--- src/dcpp_cfg.svh ---
// register offsets, control bit positions and reset values for the channel progress block
`ifndef DCPP_CFG_SVH
`define DCPP_CFG_SVH
`define DCPP_OFF_SRC_LEN 8'h00
`define DCPP_OFF_SRC_PTR 8'h04
`define DCPP_OFF_DST_PTR 8'h08
`define DCPP_OFF_CELL_LEN 8'h0C
`define DCPP_OFF_CELL_PTR 8'h10
`define DCPP_OFF_PATTERN 8'h14
`define DCPP_OFF_CTRL 8'h18
`define DCPP_CTRL_EN_BIT 0
`define DCPP_CTRL_PAT_BIT 1
`define DCPP_CTRL_TRIG_BIT 2
`define DCPP_RST_PTR 16'h0000
`define DCPP_RST_PAT 8'h00
`endif

--- src/dcpp_pkg.sv ---
// types shared by the channel progress block
package dcpp_pkg;
    typedef struct packed {
        logic [7:0] data;
        logic last;
    } dcpp_beat_t;
    typedef enum logic [1:0] {
        DCPP_IDLE = 2'b00,
        DCPP_MOVE = 2'b01,
        DCPP_DONE = 2'b10
    } dcpp_state_t;
endpackage

--- src/dcpp_skid.sv ---
// two-entry buffer with valid and ready on both sides
`timescale 1ns/1ns
module dcpp_skid (
    input wire logic clk,
    input wire logic rst,
    input wire logic in_valid,
    output logic in_ready,
    input wire dcpp_pkg::dcpp_beat_t in_beat,
    output logic out_valid,
    input wire logic out_ready,
    output dcpp_pkg::dcpp_beat_t out_beat
);
    import dcpp_pkg::*;
    dcpp_beat_t mem_q [2];
    dcpp_beat_t mem_d [2];
    logic [1:0] cnt_q, cnt_d;
    logic rd_q, rd_d, wr_q, wr_d;
    logic push, pop;
    assign in_ready = (cnt_q != 2'h2);
    assign out_valid = (cnt_q != 2'h0);
    assign out_beat = mem_q[rd_q];
    assign push = in_valid && in_ready;
    assign pop = out_valid && out_ready;
    always_comb begin
        mem_d[0] = mem_q[0];
        mem_d[1] = mem_q[1];
        if (push) begin
            mem_d[wr_q] = in_beat;
        end
        wr_d = push ? ~wr_q : wr_q;
        rd_d = pop ? ~rd_q : rd_q;
        cnt_d = cnt_q;
        if (push && !pop) begin
            cnt_d = cnt_q + 2'h1;
        end else if (pop && !push) begin
            cnt_d = cnt_q - 2'h1;
        end
    end
    always_ff @(posedge clk) begin
        if (rst) begin
            cnt_q <= 2'h0;
            rd_q <= 1'b0;
            wr_q <= 1'b0;
            mem_q[0] <= '0;
            mem_q[1] <= '0;
        end else begin
            cnt_q <= cnt_d;
            rd_q <= rd_d;
            wr_q <= wr_d;
            mem_q[0] <= mem_d[0];
            mem_q[1] <= mem_d[1];
        end
    end
    chk_skid_no_overflow: assert property (@(posedge clk) disable iff (rst)
        cnt_q <= 2'h2) else $error("buffer count above two");
    chk_skid_no_drop: assert property (@(posedge clk) disable iff (rst)
        in_valid |-> in_ready) else $error("byte offered to a full buffer");
endmodule

--- src/dcpp_top.sv ---
// channel progress pointers, cell size and match pattern with byte mover
`timescale 1ns/1ns
`include "dcpp_cfg.svh"
// How it works
// - the source pointer reads back as a 16-bit count of bytes read, upper bits zero, zero at reset.
// - the destination pointer reads back as the 16-bit index of the next destination byte.
// - a pattern hit with pattern mode on clears the source pointer and the cell pointer.
// - each trigger moves cell-length bytes unless the source length or a pattern hit ends it sooner, where zero stands for 65536 bytes.
// - the cell pointer counts bytes moved in the current cell and clears to zero when the cell, the source or a pattern hit ends it.
// - the pattern byte is only looked at in pattern mode and its upper 24 bits read zero.
// - the source length register holds the 16-bit source buffer length in bytes.
module dcpp_top (
    input wire logic CLK,
    input wire logic RST,
    input wire logic [7:0] ADDR,
    input wire logic [31:0] WDATA,
    input wire logic WR,
    input wire logic RD,
    output logic [31:0] RDATA,
    input wire logic TRIG,
    input wire logic SRC_VALID,
    output logic SRC_READY,
    input wire logic [7:0] SRC_DATA,
    output logic DST_VALID,
    input wire logic DST_READY,
    output logic [7:0] DST_DATA,
    output logic DST_LAST,
    output logic BUSY,
    output logic MATCHED
);
    import dcpp_pkg::*;

    // ****************************************
    // registers
    // ****************************************
    logic [15:0] src_len_q, src_len_d;
    logic [15:0] src_ptr_q, src_ptr_d;
    logic [15:0] dst_ptr_q, dst_ptr_d;
    logic [15:0] cell_len_q, cell_len_d;
    logic [15:0] cell_ptr_q, cell_ptr_d;
    logic [7:0] pattern_q, pattern_d;
    logic en_q, en_d, pat_mode_q, pat_mode_d;
    logic [31:0] rdata_q, rdata_d;
    logic matched_q, matched_d;
    logic src_ready_q, src_ready_d;
    dcpp_state_t state_q, state_d;

    logic buf_in_ready, buf_out_valid;
    dcpp_beat_t buf_in, buf_out;
    logic take, hit, cell_end, src_end;
    logic buf_pop, dst_load;
    logic dst_valid_d, dst_last_d;
    logic [7:0] dst_data_d;

    function automatic logic sel(input logic [7:0] a, input logic [7:0] off);
        sel = (a == off);
    endfunction

    // ****************************************
    // data path
    // ****************************************
    assign take = (state_q == DCPP_MOVE) && SRC_VALID && src_ready_q;
    // pattern byte ignored outside pattern mode
    assign hit = take && pat_mode_q && (SRC_DATA == pattern_q);
    // zero length wraps so that 65536 bytes are moved
    assign cell_end = ((cell_ptr_q + 16'h0001) == cell_len_q);
    assign src_end = ((src_ptr_q + 16'h0001) == src_len_q);
    assign buf_in.data = SRC_DATA;
    assign buf_in.last = hit || src_end;

    dcpp_skid u_buf (
        .clk(CLK),
        .rst(RST),
        .in_valid(take),
        .in_ready(buf_in_ready),
        .in_beat(buf_in),
        .out_valid(buf_out_valid),
        .out_ready(dst_load),
        .out_beat(buf_out)
    );

    // ****************************************
    // output stage
    // ****************************************
    // head moves on only when the output register is empty or consumed
    assign dst_load = !DST_VALID || DST_READY;
    assign buf_pop = buf_out_valid && dst_load;
    always_comb begin
        dst_valid_d = DST_VALID;
        dst_data_d = DST_DATA;
        dst_last_d = DST_LAST;
        if (dst_load) begin
            dst_valid_d = buf_out_valid;
            dst_data_d = buf_out.data;
            dst_last_d = buf_out.last;
        end
    end

    // ****************************************
    // next state
    // ****************************************
    always_comb begin
        src_len_d = src_len_q;
        cell_len_d = cell_len_q;
        pattern_d = pattern_q;
        en_d = en_q;
        pat_mode_d = pat_mode_q;
        src_ptr_d = src_ptr_q;
        dst_ptr_d = dst_ptr_q;
        cell_ptr_d = cell_ptr_q;
        state_d = state_q;
        matched_d = matched_q;
        rdata_d = 32'h0000_0000;
        if (WR) begin
            if (sel(ADDR, `DCPP_OFF_SRC_LEN)) src_len_d = WDATA[15:0];
            if (sel(ADDR, `DCPP_OFF_CELL_LEN)) cell_len_d = WDATA[15:0];
            if (sel(ADDR, `DCPP_OFF_PATTERN)) pattern_d = WDATA[7:0];
            if (sel(ADDR, `DCPP_OFF_CTRL)) begin
                en_d = WDATA[`DCPP_CTRL_EN_BIT];
                pat_mode_d = WDATA[`DCPP_CTRL_PAT_BIT];
                if (WDATA[`DCPP_CTRL_EN_BIT]) begin
                    src_ptr_d = `DCPP_RST_PTR;
                    dst_ptr_d = `DCPP_RST_PTR;
                    cell_ptr_d = `DCPP_RST_PTR;
                    matched_d = 1'b0;
                    state_d = DCPP_IDLE;
                end
            end
        end
        if (RD) begin
            case (ADDR)
                `DCPP_OFF_SRC_LEN: rdata_d = {16'h0000, src_len_q};
                `DCPP_OFF_SRC_PTR: rdata_d = {16'h0000, src_ptr_q};
                `DCPP_OFF_DST_PTR: rdata_d = {16'h0000, dst_ptr_q};
                `DCPP_OFF_CELL_LEN: rdata_d = {16'h0000, cell_len_q};
                `DCPP_OFF_CELL_PTR: rdata_d = {16'h0000, cell_ptr_q};
                `DCPP_OFF_PATTERN: rdata_d = {24'h000000, pattern_q};
                `DCPP_OFF_CTRL: rdata_d = {29'h0, (state_q != DCPP_IDLE), pat_mode_q, en_q};
                default: rdata_d = 32'h0000_0000;
            endcase
        end
        case (state_q)
            DCPP_IDLE: begin
                if (en_q && TRIG) state_d = DCPP_MOVE;
            end
            DCPP_MOVE: begin
                if (take) begin
                    src_ptr_d = src_ptr_q + 16'h0001;
                    dst_ptr_d = dst_ptr_q + 16'h0001;
                    cell_ptr_d = cell_ptr_q + 16'h0001;
                    if (hit) begin
                        src_ptr_d = `DCPP_RST_PTR;
                        cell_ptr_d = `DCPP_RST_PTR;
                        matched_d = 1'b1;
                        state_d = DCPP_DONE;
                    end else if (src_end) begin
                        cell_ptr_d = `DCPP_RST_PTR;
                        state_d = DCPP_DONE;
                    end else if (cell_end) begin
                        cell_ptr_d = `DCPP_RST_PTR;
                        state_d = DCPP_IDLE;
                    end
                end
            end
            DCPP_DONE: begin
                en_d = 1'b0;
                state_d = DCPP_IDLE;
            end
            default: state_d = DCPP_IDLE;
        endcase
        // stall source one cycle ahead so the buffer never overflows
        src_ready_d = (state_d == DCPP_MOVE) && buf_in_ready && !(take && !buf_pop && buf_out_valid);
    end

    always_ff @(posedge CLK) begin
        if (RST) begin
            src_len_q <= 16'h0000;
            src_ptr_q <= `DCPP_RST_PTR;
            dst_ptr_q <= `DCPP_RST_PTR;
            cell_len_q <= 16'h0000;
            cell_ptr_q <= `DCPP_RST_PTR;
            pattern_q <= `DCPP_RST_PAT;
            en_q <= 1'b0;
            pat_mode_q <= 1'b0;
            rdata_q <= 32'h0000_0000;
            matched_q <= 1'b0;
            src_ready_q <= 1'b0;
            state_q <= DCPP_IDLE;
            DST_VALID <= 1'b0;
            DST_DATA <= 8'h00;
            DST_LAST <= 1'b0;
            BUSY <= 1'b0;
        end else begin
            src_len_q <= src_len_d;
            src_ptr_q <= src_ptr_d;
            dst_ptr_q <= dst_ptr_d;
            cell_len_q <= cell_len_d;
            cell_ptr_q <= cell_ptr_d;
            pattern_q <= pattern_d;
            en_q <= en_d;
            pat_mode_q <= pat_mode_d;
            rdata_q <= rdata_d;
            matched_q <= matched_d;
            src_ready_q <= src_ready_d;
            state_q <= state_d;
            DST_VALID <= dst_valid_d;
            DST_DATA <= dst_data_d;
            DST_LAST <= dst_last_d;
            BUSY <= (state_d != DCPP_IDLE);
        end
    end

    assign RDATA = rdata_q;
    assign SRC_READY = src_ready_q;
    assign MATCHED = matched_q;

    // ****************************************
    // register checks
    // ****************************************
    chk_src_upper_zero: assert property (@(posedge CLK) disable iff (RST)
        $past(RD) && $past(ADDR) == `DCPP_OFF_SRC_PTR |-> RDATA[31:16] == 16'h0000)
        else $error("source pointer upper bits not zero");
    chk_dst_upper_zero: assert property (@(posedge CLK) disable iff (RST)
        $past(RD) && $past(ADDR) == `DCPP_OFF_DST_PTR |-> RDATA[31:16] == 16'h0000)
        else $error("destination pointer upper bits not zero");
    chk_cell_upper_zero: assert property (@(posedge CLK) disable iff (RST)
        $past(RD) && $past(ADDR) == `DCPP_OFF_CELL_PTR |-> RDATA[31:16] == 16'h0000)
        else $error("cell pointer upper bits not zero");
    chk_pattern_upper: assert property (@(posedge CLK) disable iff (RST)
        $past(RD) && $past(ADDR) == `DCPP_OFF_PATTERN |-> RDATA[31:8] == 24'h000000)
        else $error("pattern upper bits not zero");
    chk_rdata_quiet: assert property (@(posedge CLK) disable iff (RST)
        !$past(RD) |-> RDATA == 32'h0000_0000)
        else $error("read data not zero outside a read");
    chk_src_len_store: assert property (@(posedge CLK) disable iff (RST)
        WR && ADDR == `DCPP_OFF_SRC_LEN |=> src_len_q == $past(WDATA[15:0]))
        else $error("source length not stored");
    chk_cell_len_store: assert property (@(posedge CLK) disable iff (RST)
        WR && ADDR == `DCPP_OFF_CELL_LEN |=> cell_len_q == $past(WDATA[15:0]))
        else $error("cell length not stored");
    chk_pattern_store: assert property (@(posedge CLK) disable iff (RST)
        WR && ADDR == `DCPP_OFF_PATTERN |=> pattern_q == $past(WDATA[7:0]))
        else $error("pattern byte not stored");
    chk_ptr_read_only: assert property (@(posedge CLK) disable iff (RST)
        WR && ADDR == `DCPP_OFF_SRC_PTR && state_q == DCPP_IDLE |=> $stable(src_ptr_q))
        else $error("source pointer changed by a write");

    // ****************************************
    // transfer checks
    // ****************************************
    chk_dst_step: assert property (@(posedge CLK) disable iff (RST)
        take && !WR |=> dst_ptr_q == $past(dst_ptr_q) + 16'h0001)
        else $error("destination pointer did not advance");
    chk_match_clear: assert property (@(posedge CLK) disable iff (RST)
        hit && !WR |=> src_ptr_q == 16'h0000 && cell_ptr_q == 16'h0000)
        else $error("pointers not cleared on match");
    chk_match_sticky: assert property (@(posedge CLK) disable iff (RST)
        hit |=> MATCHED)
        else $error("match flag not set on match");
    chk_match_stop: assert property (@(posedge CLK) disable iff (RST)
        hit && !WR |=> state_q == DCPP_DONE)
        else $error("transfer did not end on match");
    chk_cell_wrap: assert property (@(posedge CLK) disable iff (RST)
        take && cell_end && !hit && !src_end && !WR |=> state_q == DCPP_IDLE)
        else $error("cell did not end at cell length");
    chk_cell_count: assert property (@(posedge CLK) disable iff (RST)
        take && !cell_end && !hit && !src_end && !WR
        |=> cell_ptr_q == $past(cell_ptr_q) + 16'h0001)
        else $error("cell pointer did not count");
    chk_trig_fresh: assert property (@(posedge CLK) disable iff (RST)
        state_q == DCPP_IDLE && en_q && TRIG && !WR |=> cell_ptr_q == 16'h0000)
        else $error("cell pointer not zero at trigger");
    chk_no_hit_off: assert property (@(posedge CLK) disable iff (RST)
        !pat_mode_q |-> !hit)
        else $error("match seen outside pattern mode");
    chk_src_end_stop: assert property (@(posedge CLK) disable iff (RST)
        take && src_end && !hit && !WR |=> state_q == DCPP_DONE)
        else $error("transfer did not end at source length");
    chk_cell_clear: assert property (@(posedge CLK) disable iff (RST)
        take && cell_end && !WR |=> cell_ptr_q == 16'h0000)
        else $error("cell pointer not cleared at cell end");
    chk_done_disable: assert property (@(posedge CLK) disable iff (RST)
        state_q == DCPP_DONE |=> !en_q)
        else $error("enable not cleared at transfer end");
    chk_busy_state: assert property (@(posedge CLK) disable iff (RST)
        BUSY == (state_q != DCPP_IDLE))
        else $error("busy flag does not follow the channel");
    chk_dst_hold: assert property (@(posedge CLK) disable iff (RST)
        DST_VALID && !DST_READY |=> DST_VALID && $stable(DST_DATA) && $stable(DST_LAST))
        else $error("output byte dropped during stall");
    chk_dst_no_repeat: assert property (@(posedge CLK) disable iff (RST)
        DST_VALID && DST_READY && !buf_out_valid |=> !DST_VALID)
        else $error("output byte offered twice");
    chk_no_lost_byte: assert property (@(posedge CLK) disable iff (RST)
        take |-> buf_in_ready)
        else $error("source byte taken with no room");

    cov_match: cover property (@(posedge CLK) disable iff (RST) hit);
    cov_cell_end: cover property (@(posedge CLK) disable iff (RST) take && cell_end);
    cov_stall: cover property (@(posedge CLK) disable iff (RST) DST_VALID && !DST_READY);
    cov_src_end: cover property (@(posedge CLK) disable iff (RST) take && src_end);
    cov_src_stall: cover property (@(posedge CLK) disable iff (RST)
        state_q == DCPP_MOVE && SRC_VALID && !SRC_READY);
endmodule

--- config.mk ---
export PLATFORM = sky130hd
export DESIGN_NAME = dcpp_top
export DESIGN_NICKNAME = d
export VERILOG_FILES = /design/src/dcpp_pkg.sv /design/src/dcpp_skid.sv /design/src/dcpp_top.sv
export VERILOG_INCLUDE_DIRS = /design/src
export SDC_FILE = /design/constraint.sdc
export NUM_CORES = 1
export LEC_CHECK = 0
export BUFFER_PORTS_ARGS = -buffer_cell sky130_fd_sc_hd__buf_2
export CAP_MARGIN = 20
export CORE_UTILIZATION = 35
export DETAILED_ROUTE_END_ITERATION = 8
export MAX_ROUTING_LAYER = met4
export PLACE_DENSITY_LB_ADDON = 0.05
export SYNTH_ARGS = -nofsm -noshare
export SYNTH_HDL_FRONTEND = slang
export SYNTH_SLANG_ARGS = --single-unit
--- constraint.sdc ---
create_clock -name CLK -period 3.4 [get_ports CLK]
set_clock_uncertainty 0.2 [all_clocks]
set_input_delay 0.17 -clock CLK [delete_from_list [all_inputs] [get_ports CLK]]
set_output_delay 0.17 -clock CLK [all_outputs]
set_load 0.1 [all_outputs]
# Word-level counts from Yosys, hierarchy flattened
# Memories as Yosys holds them, arrays and structs flattened. A register that Yosys moved wholly into a read port is not among the register bits.
# Cells that the tools add are included.
word_totals:
  elab_cells: 122
  mem_count: 1
  register_bits: 132
  ramBits: 18
classes:
  bitwise: 6
  order_cmp: 2
  eq_ne: 13
  n_addsub: 5
  muxes: 46
  reduce_logical: 32
memory_table:
  columns: ["name", "depth", "word_bits", "rd", "rd_ports_with_merged_regs", "wr", "line", "source"]
  rows:
  - ["u_buf.mem_q", 2, 9, 3, 1, 2, "dcpp_skid.sv:14", "dcpp_beat_t mem_q [2];"]
op_table:
  columns: ["op", "n"]
  rows:
  - ["$mux W16", 19]
  - ["$pmux W16 S7", 1]
  - ["$add A16 B1 Y16 const B", 3]
  - ["$eq A16 B16 Y1", 2]
  - ["$mux W9", 3]
  - ["$eq A8 B5 Y1 const B", 3]
  - ["$mux W2", 10]
  - ["$bwmux W18", 1]
  - ["$mux W18", 1]
  - ["$eq A8 B4 Y1 const B", 2]
  - ["$logic_and A1 B1 Y1", 14]
  - ["$demux W9 S1", 1]
  - ["$mux W1", 9]
  - ["$eq A8 B3 Y1 const B", 1]
  - ["$eq A8 B8 Y1", 1]
  - ["$logic_not A8 Y1", 1]
  - ["$reduce_and A2 Y1", 4]
  - ["$reduce_bool A2 Y1", 4]
  - ["$eq A2 B1 Y1 const B", 2]
  - ["$logic_not A1 Y1", 4]
  - ["$pmux W2 S2", 1]
  - ["$reduce_or A2 Y1", 2]
  - ["$not A1 Y1", 3]
  - ["$add A2 B1 Y2 const B", 1]
  - ["9 further kinds", 11]

# Longest topological paths before layout
depth:
  ltp_word: 11
  mapped_depth: 11
  ltp_nobuf: 9

# By module
# From an unflattened synthesis, not the netlist that was laid out.
unflattened:
  cells_unflattened: 954
  hier_area_um2: 7711.1
by_module_without_submodules:
  columns: ["module", "cells_each", "n_inst", "area_per_inst_um2"]
  rows:
  - ["dcpp_top", 839, 1, 6612.6]
  - ["dcpp_skid", 115, 1, 1098.6]

# Worst setup path before layout
# No wires, ideal clock.
synth_timing:
  path_type: "register -> register"
  start: "register src_ready_q (netlist: SRC_READY)"
  end: "register cell_ptr_q[9]"
  path_buffers: 2
  setup_ns: 0.117
  t_arrival_ns: 2.979
  required_ns: 3.083
  path_stages_with_launch: 11
  slack_ns: 0.104
  path_cell_list: "dfxtp_1 and2_1 nor3b_2 nand3_1 or4_1 clkbuf_1 nand2_1 o21bai_4 buf_6 and3b_1 o22a_1"
synth_between:
  elab_chain_len: 6
synth_lines:
  columns: ["item", "line", "source"]
  rows:
  - ["start: declaration", "dcpp_top.sv:45", "logic src_ready_q, src_ready_d;"]
  - ["start signal: assignment", "dcpp_top.sv:204", "src_ready_q <= src_ready_d;"]
  - ["$logic_and A1 B1 Y1 (*)", "dcpp_top.sv:62", "assign take = (state_q == DCPP_MOVE) && SRC_VALID && src_ready_q;"]
  - ["$logic_and A1 B1 Y1 (2 in series)", "dcpp_top.sv:64", "assign hit = take && pat_mode_q && (SRC_DATA == pattern_q);"]
  - ["$mux W16", "dcpp_top.sv:151", "if (hit) begin"]
  - ["$mux W16 (*)", "dcpp_top.sv:147", "if (take) begin"]
  - ["$mux W16 (*)", "dcpp_top.sv:142", "case (state_q)"]
  - ["end signal: assignment", "dcpp_top.sv:181", "cell_ptr_q <= `DCPP_RST_PTR;"]
  - ["end signal: assignment", "dcpp_top.sv:198", "cell_ptr_q <= cell_ptr_d;"]
  - ["end: declaration", "dcpp_top.sv:40", "logic [15:0] cell_ptr_q, cell_ptr_d;"]
# Every way passes the cells marked *; elsewhere a longest branch is shown, timed or not.
# A chain may end at the register's enable or synchronous reset.

# Worst setup path in the final report
layout_timing:
  start: "register src_ptr_q[0]"
  end: "register cell_ptr_q[10]"
layout_between:
  elab_chain_len: 6
layout_lines:
  columns: ["item", "line", "source"]
  rows:
  - ["start: declaration", "dcpp_top.sv:37", "logic [15:0] src_ptr_q, src_ptr_d;"]
  - ["start signal: assignment", "dcpp_top.sv:178", "src_ptr_q <= `DCPP_RST_PTR;"]
  - ["start signal: assignment", "dcpp_top.sv:195", "src_ptr_q <= src_ptr_d;"]
  - ["$add A16 B1 Y16", "dcpp_top.sv:67", "assign src_end = ((src_ptr_q + 16'h0001) == src_len_q);"]
  - ["$eq A16 B16 Y1", "dcpp_top.sv:67", null]
  - ["$mux W16", "dcpp_top.sv:156", "end else if (src_end) begin"]
  - ["$mux W16", "dcpp_top.sv:151", null]
  - ["$mux W16", "dcpp_top.sv:147", null]
  - ["$mux W16", "dcpp_top.sv:142", null]
# Every way passes these cells.

==> report_table.html <==
<table>
<tr><th>Metric</th><th>Value</th></tr>
<tr><th colspan="2">Status</th></tr>
<tr><td>Result of the run</td><td>complete, no violations</td></tr>
<tr><th colspan="2">STA</th></tr>
<tr><td>Min Clock Period, post-route</td><td>between 3000 and 4000 ps</td></tr>
<tr><td>Total Negative Setup Slacks</td><td>0 ps</td></tr>
<tr><td>Tightest Pin Transition</td><td>between 1000 and 1500 ps</td></tr>
<tr><td>Max Clock Freq</td><td>321 MHz</td></tr>
<tr><td>RSZ-0062 raised after global routing</td><td>no</td></tr>
<tr><td>Max Slew Vio Count</td><td>0</td></tr>
<tr><td>Portion of the clock cycle consumed by the worst path in the final layout</td><td>0.917</td></tr>
<tr><td>Count of endpoints failing hold in the final timing report</td><td>0</td></tr>
<tr><td>Relative slew slack</td><td>0.330</td></tr>
<tr><td>Final setup violation count</td><td>0</td></tr>
<tr><th colspan="2">Power and ir drop</th></tr>
<tr><td>Total net switching power</td><td>1.27 mW</td></tr>
<tr><td>Overall power consumption</td><td>4.22 mW</td></tr>
<tr><td>Internal Dissipation</td><td>2.95 mW</td></tr>
<tr><td>Net Sw Frac</td><td>0.300</td></tr>
<tr><td>Power share of the combinational group</td><td>0.111</td></tr>
<tr><td>Share of power burned in the clock network</td><td>0.473</td></tr>
<tr><td>Power density relative to cell area</td><td>463 nW/um^2</td></tr>
<tr><td>Worst vdd ir</td><td>around 0.00031 V</td></tr>
<tr><td>Static Leakage</td><td>3.41 nW</td></tr>
<tr><td>Share of power burned in registers</td><td>0.417</td></tr>
<tr><th colspan="2">CTS</th></tr>
<tr><td>Worst-skew pair later-pin latency</td><td>430 ps</td></tr>
<tr><td>Number of setup buffers added after CTS</td><td>0</td></tr>
<tr><td>Sinks on the clock net</td><td>143</td></tr>
<tr><td>Root buffer cell</td><td>clkbuf_16</td></tr>
<tr><td>TritonCTS Buffers</td><td>17</td></tr>
<tr><td>CTS tree</td><td>yes</td></tr>
<tr><td>Clock transition at the registers of the reported paths</td><td>60 ps</td></tr>
<tr><td>Clock buffer depth</td><td>2</td></tr>
<tr><td>H-tree depth reported by CTS</td><td>4</td></tr>
<tr><th colspan="2">Logic synthesis</th></tr>
<tr><td>Share of async-settable or async-resettable flops after synthesis</td><td>0</td></tr>
<tr><td>Largest family of logic cells by synthesized area</td><td>simple AND/OR/NAND/NOR gates</td></tr>
<tr><td>Post-synth top area share</td><td>0.380</td></tr>
<tr><td>Sequential share of the synthesized area</td><td>0.380</td></tr>
<tr><td>Most used flip-flop cell after synthesis</td><td>dfxtp_1</td></tr>
<tr><td>Number of instances in the synthesized netlist</td><td>between 800 and 900</td></tr>
<tr><td>Post-Syn Area per Cell</td><td>8.61 sq um</td></tr>
<tr><td>Number of enable flip-flop cells after synthesis</td><td>0</td></tr>
<tr><td>Synth area leader</td><td>dfxtp_1</td></tr>
<tr><td>Yosys reg bits</td><td>143</td></tr>
<tr><td>Count of unique library cells instantiated by Yosys</td><td>67</td></tr>
<tr><td>Most common library cells after synthesis</td><td>143 x dfxtp_1, 120 x nor2_1, 91 x nand2_1</td></tr>
<tr><td>Fraction of the mapped netlist area in adder cells</td><td>0.00664</td></tr>
<tr><td>Simple-gate share of the synthesized area</td><td>0.225</td></tr>
<tr><td>Synth top area cells</td><td>dfxtp_1 38%, mux2i_1 6.9%, nor2_1 6.0%</td></tr>
<tr><td>Cell with the most instances after synthesis</td><td>dfxtp_1</td></tr>
<tr><td>Fraction of synthesized cell area in xor and xnor cells</td><td>0.0755</td></tr>
<tr><td>Complex-gate fraction of the synthesized area</td><td>0.142</td></tr>
<tr><td>Cell area after technology mapping</td><td>7540 sq um</td></tr>
<tr><td>Syn. warnings</td><td>0</td></tr>
<tr><td>Multiplexer share of the synthesized area</td><td>0.117</td></tr>
<tr><th colspan="2">Route</th></tr>
<tr><td>Final antenna-violating net count</td><td>0</td></tr>
<tr><td>Routed wire per std cell</td><td>19.0 um</td></tr>
<tr><td>Iteration count of the initial detailed-routing pass</td><td>5</td></tr>
<tr><td>Number of design-rule violations left by the first detailed-router iteration</td><td>502</td></tr>
<tr><td>Routed wire length</td><td>23900 um</td></tr>
<tr><td>Overall via count from detail_route</td><td>6724</td></tr>
<tr><td>DRC violation count after routing</td><td>0</td></tr>
<tr><td>Via density</td><td>about 5.3</td></tr>
<tr><th colspan="2">Finish</th></tr>
<tr><td>Final core area utilization</td><td>0.432</td></tr>
<tr><td>Number of fill cells in the layout</td><td>2116</td></tr>
<tr><td>Layout overhead on the synthesized area</td><td>20.9%</td></tr>
<tr><td>Summed area of non-filler cells in the final layout</td><td>approximately 9000 sq um</td></tr>
<tr><td>Register area</td><td>~2900 sq um</td></tr>
<tr><td>Number of antenna cells inserted</td><td>0</td></tr>
<tr><td>Area of combinational cells with multiple inputs</td><td>~4300 sq um</td></tr>
<tr><td>Total number of nets in the final design</td><td>between 1k and 1.5k</td></tr>
<tr><td>Fraction of final layout cells sized beyond drive strength 1</td><td>0.184</td></tr>
<tr><th colspan="2">Die</th></tr>
<tr><td>Die Span Y</td><td>between 100 and 150 um</td></tr>
<tr><td>Row cnt</td><td>53</td></tr>
<tr><td>Die X-Extent</td><td>approximately 150 um</td></tr>
<tr><td>Effective utilization at floorplan</td><td>0.357</td></tr>
<tr><td># IOs</td><td>100</td></tr>
<tr><td>Area inside the core boundary</td><td>between 20000 and 25000 sq um</td></tr>
<tr><td>Die area</td><td>22100 sq um</td></tr>
<tr><th colspan="2">Critical path</th></tr>
<tr><td>Critical-path top delay cell</td><td>or4b_4</td></tr>
<tr><td>Delay of the slowest critical-path stage</td><td>510 ps</td></tr>
<tr><td>Crit-path cells</td><td>ha_1 &gt; nand3_1 &gt; xnor2_1 &gt; o2111ai_1 &gt; nor4_2 &gt; or4b_4 &gt; o21bai_4 &gt; buf_4 &gt; or4_1 &gt; o311ai_0</td></tr>
<tr><td>Maximum fanout along the worst path</td><td>13</td></tr>
<tr><td>Data required time at the worst endpoint</td><td>3480 ps</td></tr>
<tr><td>Crit Path Class</td><td>flip-flop to flip-flop</td></tr>
<tr><td>CP startpoint kind</td><td>flip-flop</td></tr>
<tr><td>Crit path DAT</td><td>3200 ps</td></tr>
<tr><td>FF-to-FF setup slack</td><td>280 ps</td></tr>
<tr><td>Worst setup EP type</td><td>flip-flop</td></tr>
<tr><th colspan="2">Global routing</th></tr>
<tr><td>Leftover overflow at the end of global routing</td><td>0</td></tr>
<tr><td>Maximum number of pins on one net before global-route repair</td><td>47</td></tr>
<tr><td>First-pass GRT wire length</td><td>around 37000 um</td></tr>
<tr><td>Total global-route track usage</td><td>0.230</td></tr>
<tr><td>Number of antenna violations at the first check in global routing</td><td>0</td></tr>
<tr><td>Vias in the first global route</td><td>6343</td></tr>
<tr><th colspan="2">Flow run</th></tr>
<tr><td>Max-cap violations</td><td>0</td></tr>
<tr><th colspan="2">Placed design</th></tr>
<tr><td>Placed cell area</td><td>8240 sq um</td></tr>
<tr><td>DP Wirelength</td><td>17600 um</td></tr>
<tr><td>Final weighted congestion in routability-driven placement</td><td>0.905</td></tr>
<tr><td>Number of I/O port buffers</td><td>67</td></tr>
<tr><th colspan="2">Hold path</th></tr>
<tr><td>Hold/Removal Path Class</td><td>input port to flip-flop</td></tr>
</table>
flip-flops by register name (all words and copies together) (netlist names), 2 cells and up:
name         count
u_buf.mem_q     18
pattern_q        8
state_q          2
src_ptr_q       16
RDATA           16
u_buf.cnt_q      2
src_len_q       16
cell_ptr_q      16
dst_ptr_q       16
cell_len_q      16
DST_DATA         8
worst paths after layout:
| check | cells past startpoint | from | endpoint |
|---|---|---|---|
| max | 10 | src_ptr_q[0] | cell_ptr_q[10] |
| max reg2reg | 10 | src_ptr_q[0] | cell_ptr_q[10] |
| min reg2reg | 2 | MATCHED | MATCHED |
| min | 4 | WR | pat_mode_q |
worst max-delay path, delay by kind of cell, from the launching register on:
family          cells  cell delay, ps
xor+xnor            1             250
simple gates        4            1200
buf+inv             1             240
compound gates      3             450
fa+ha+maj           1             280
flops               1             340
through the flow:
stage,hold slack (ps),std cells,worst slack [ps]
floorplan,95.7,890,104
global placement,219,1200,282
detailed placement,229,1200,222
CTS,3.08,1258,211
global route,40.5,1258,37.3
finish,19.3,1258,282
power by group through the flow:
stage | clock network, mW | registers [mW] | logic [mW]
after global routing | 2.11 | 1.76 | 0.490
after floorplan | 0 | 1.90 | 0.258
after global placement | 0 | 1.79 | 0.443
after detailed placement | 0 | 1.80 | 0.445
final | 2.00 | 1.76 | 0.467
after CTS | 2.03 | 1.76 | 0.468
repair_timing:
action / 4_1_cts / 5_1_grt
resized for setup: 0 / 1
setup endpoints to repair: 0 / 2
endpoints found under the hold margin: 60 / 0
hold buffers: 26 / 0
routing by layer:
metal	global-route usage	vias to the layer above	wire length [um]
met5	-	-	0
met4	0.0577	0	331
met3	0.0349	19	859
met2	0.348	143	10900
met1	0.320	3282	11800
li1	-	3280	-
cell usage in the layout, fill, tap and decap left out, types with 5 or more instances in the layout:
master,synthesis,layout
dfxtp_1,143,143
nor2_1,120,120
nand2_1,91,91
buf_2,13,66
a21oi_1,55,55
mux2i_1,52,52
buf_4,17,47
xnor2_1,37,37
o21ai_0,35,35
xor2_1,28,28
dlygate4sd3_1,0,26
nand3_1,21,21
clkbuf_16,0,17
conb_1,1,16
a22oi_1,15,15
mux4_2,14,14
and3_1,14,14
nand4_1,13,13
nor3_1,11,11
nor2b_1,10,10
a22o_1,9,9
nor4_1,10,9
a211oi_1,9,9
o211ai_1,6,6
or3_1,6,6
or4_1,6,6
and2_1,6,5
inv_1,5,5
and4_1,5,5
nand2b_1,5,5
a21o_1,5,5
inv_6,0,5
layout make-up:
type	instances	area share
sequential	143	0.314
timing repair buffer	139	0.103
clock buffer	17	0.0467
inverter	5	0.00206
clock inverter	15	0.0209
multi-input combinational	664	0.475
tap	275	0.0377
cell families after synthesis:
kind of cell	Yosys count
other	1
muxes	70
and+or+nand+nor	344
DFF	143
AOI/OAI and AO/OA	165
xor gates and xnor gates	65
buffers and inverters	83
adders and majority gates	4
Power figures use the tool's default switching activity.
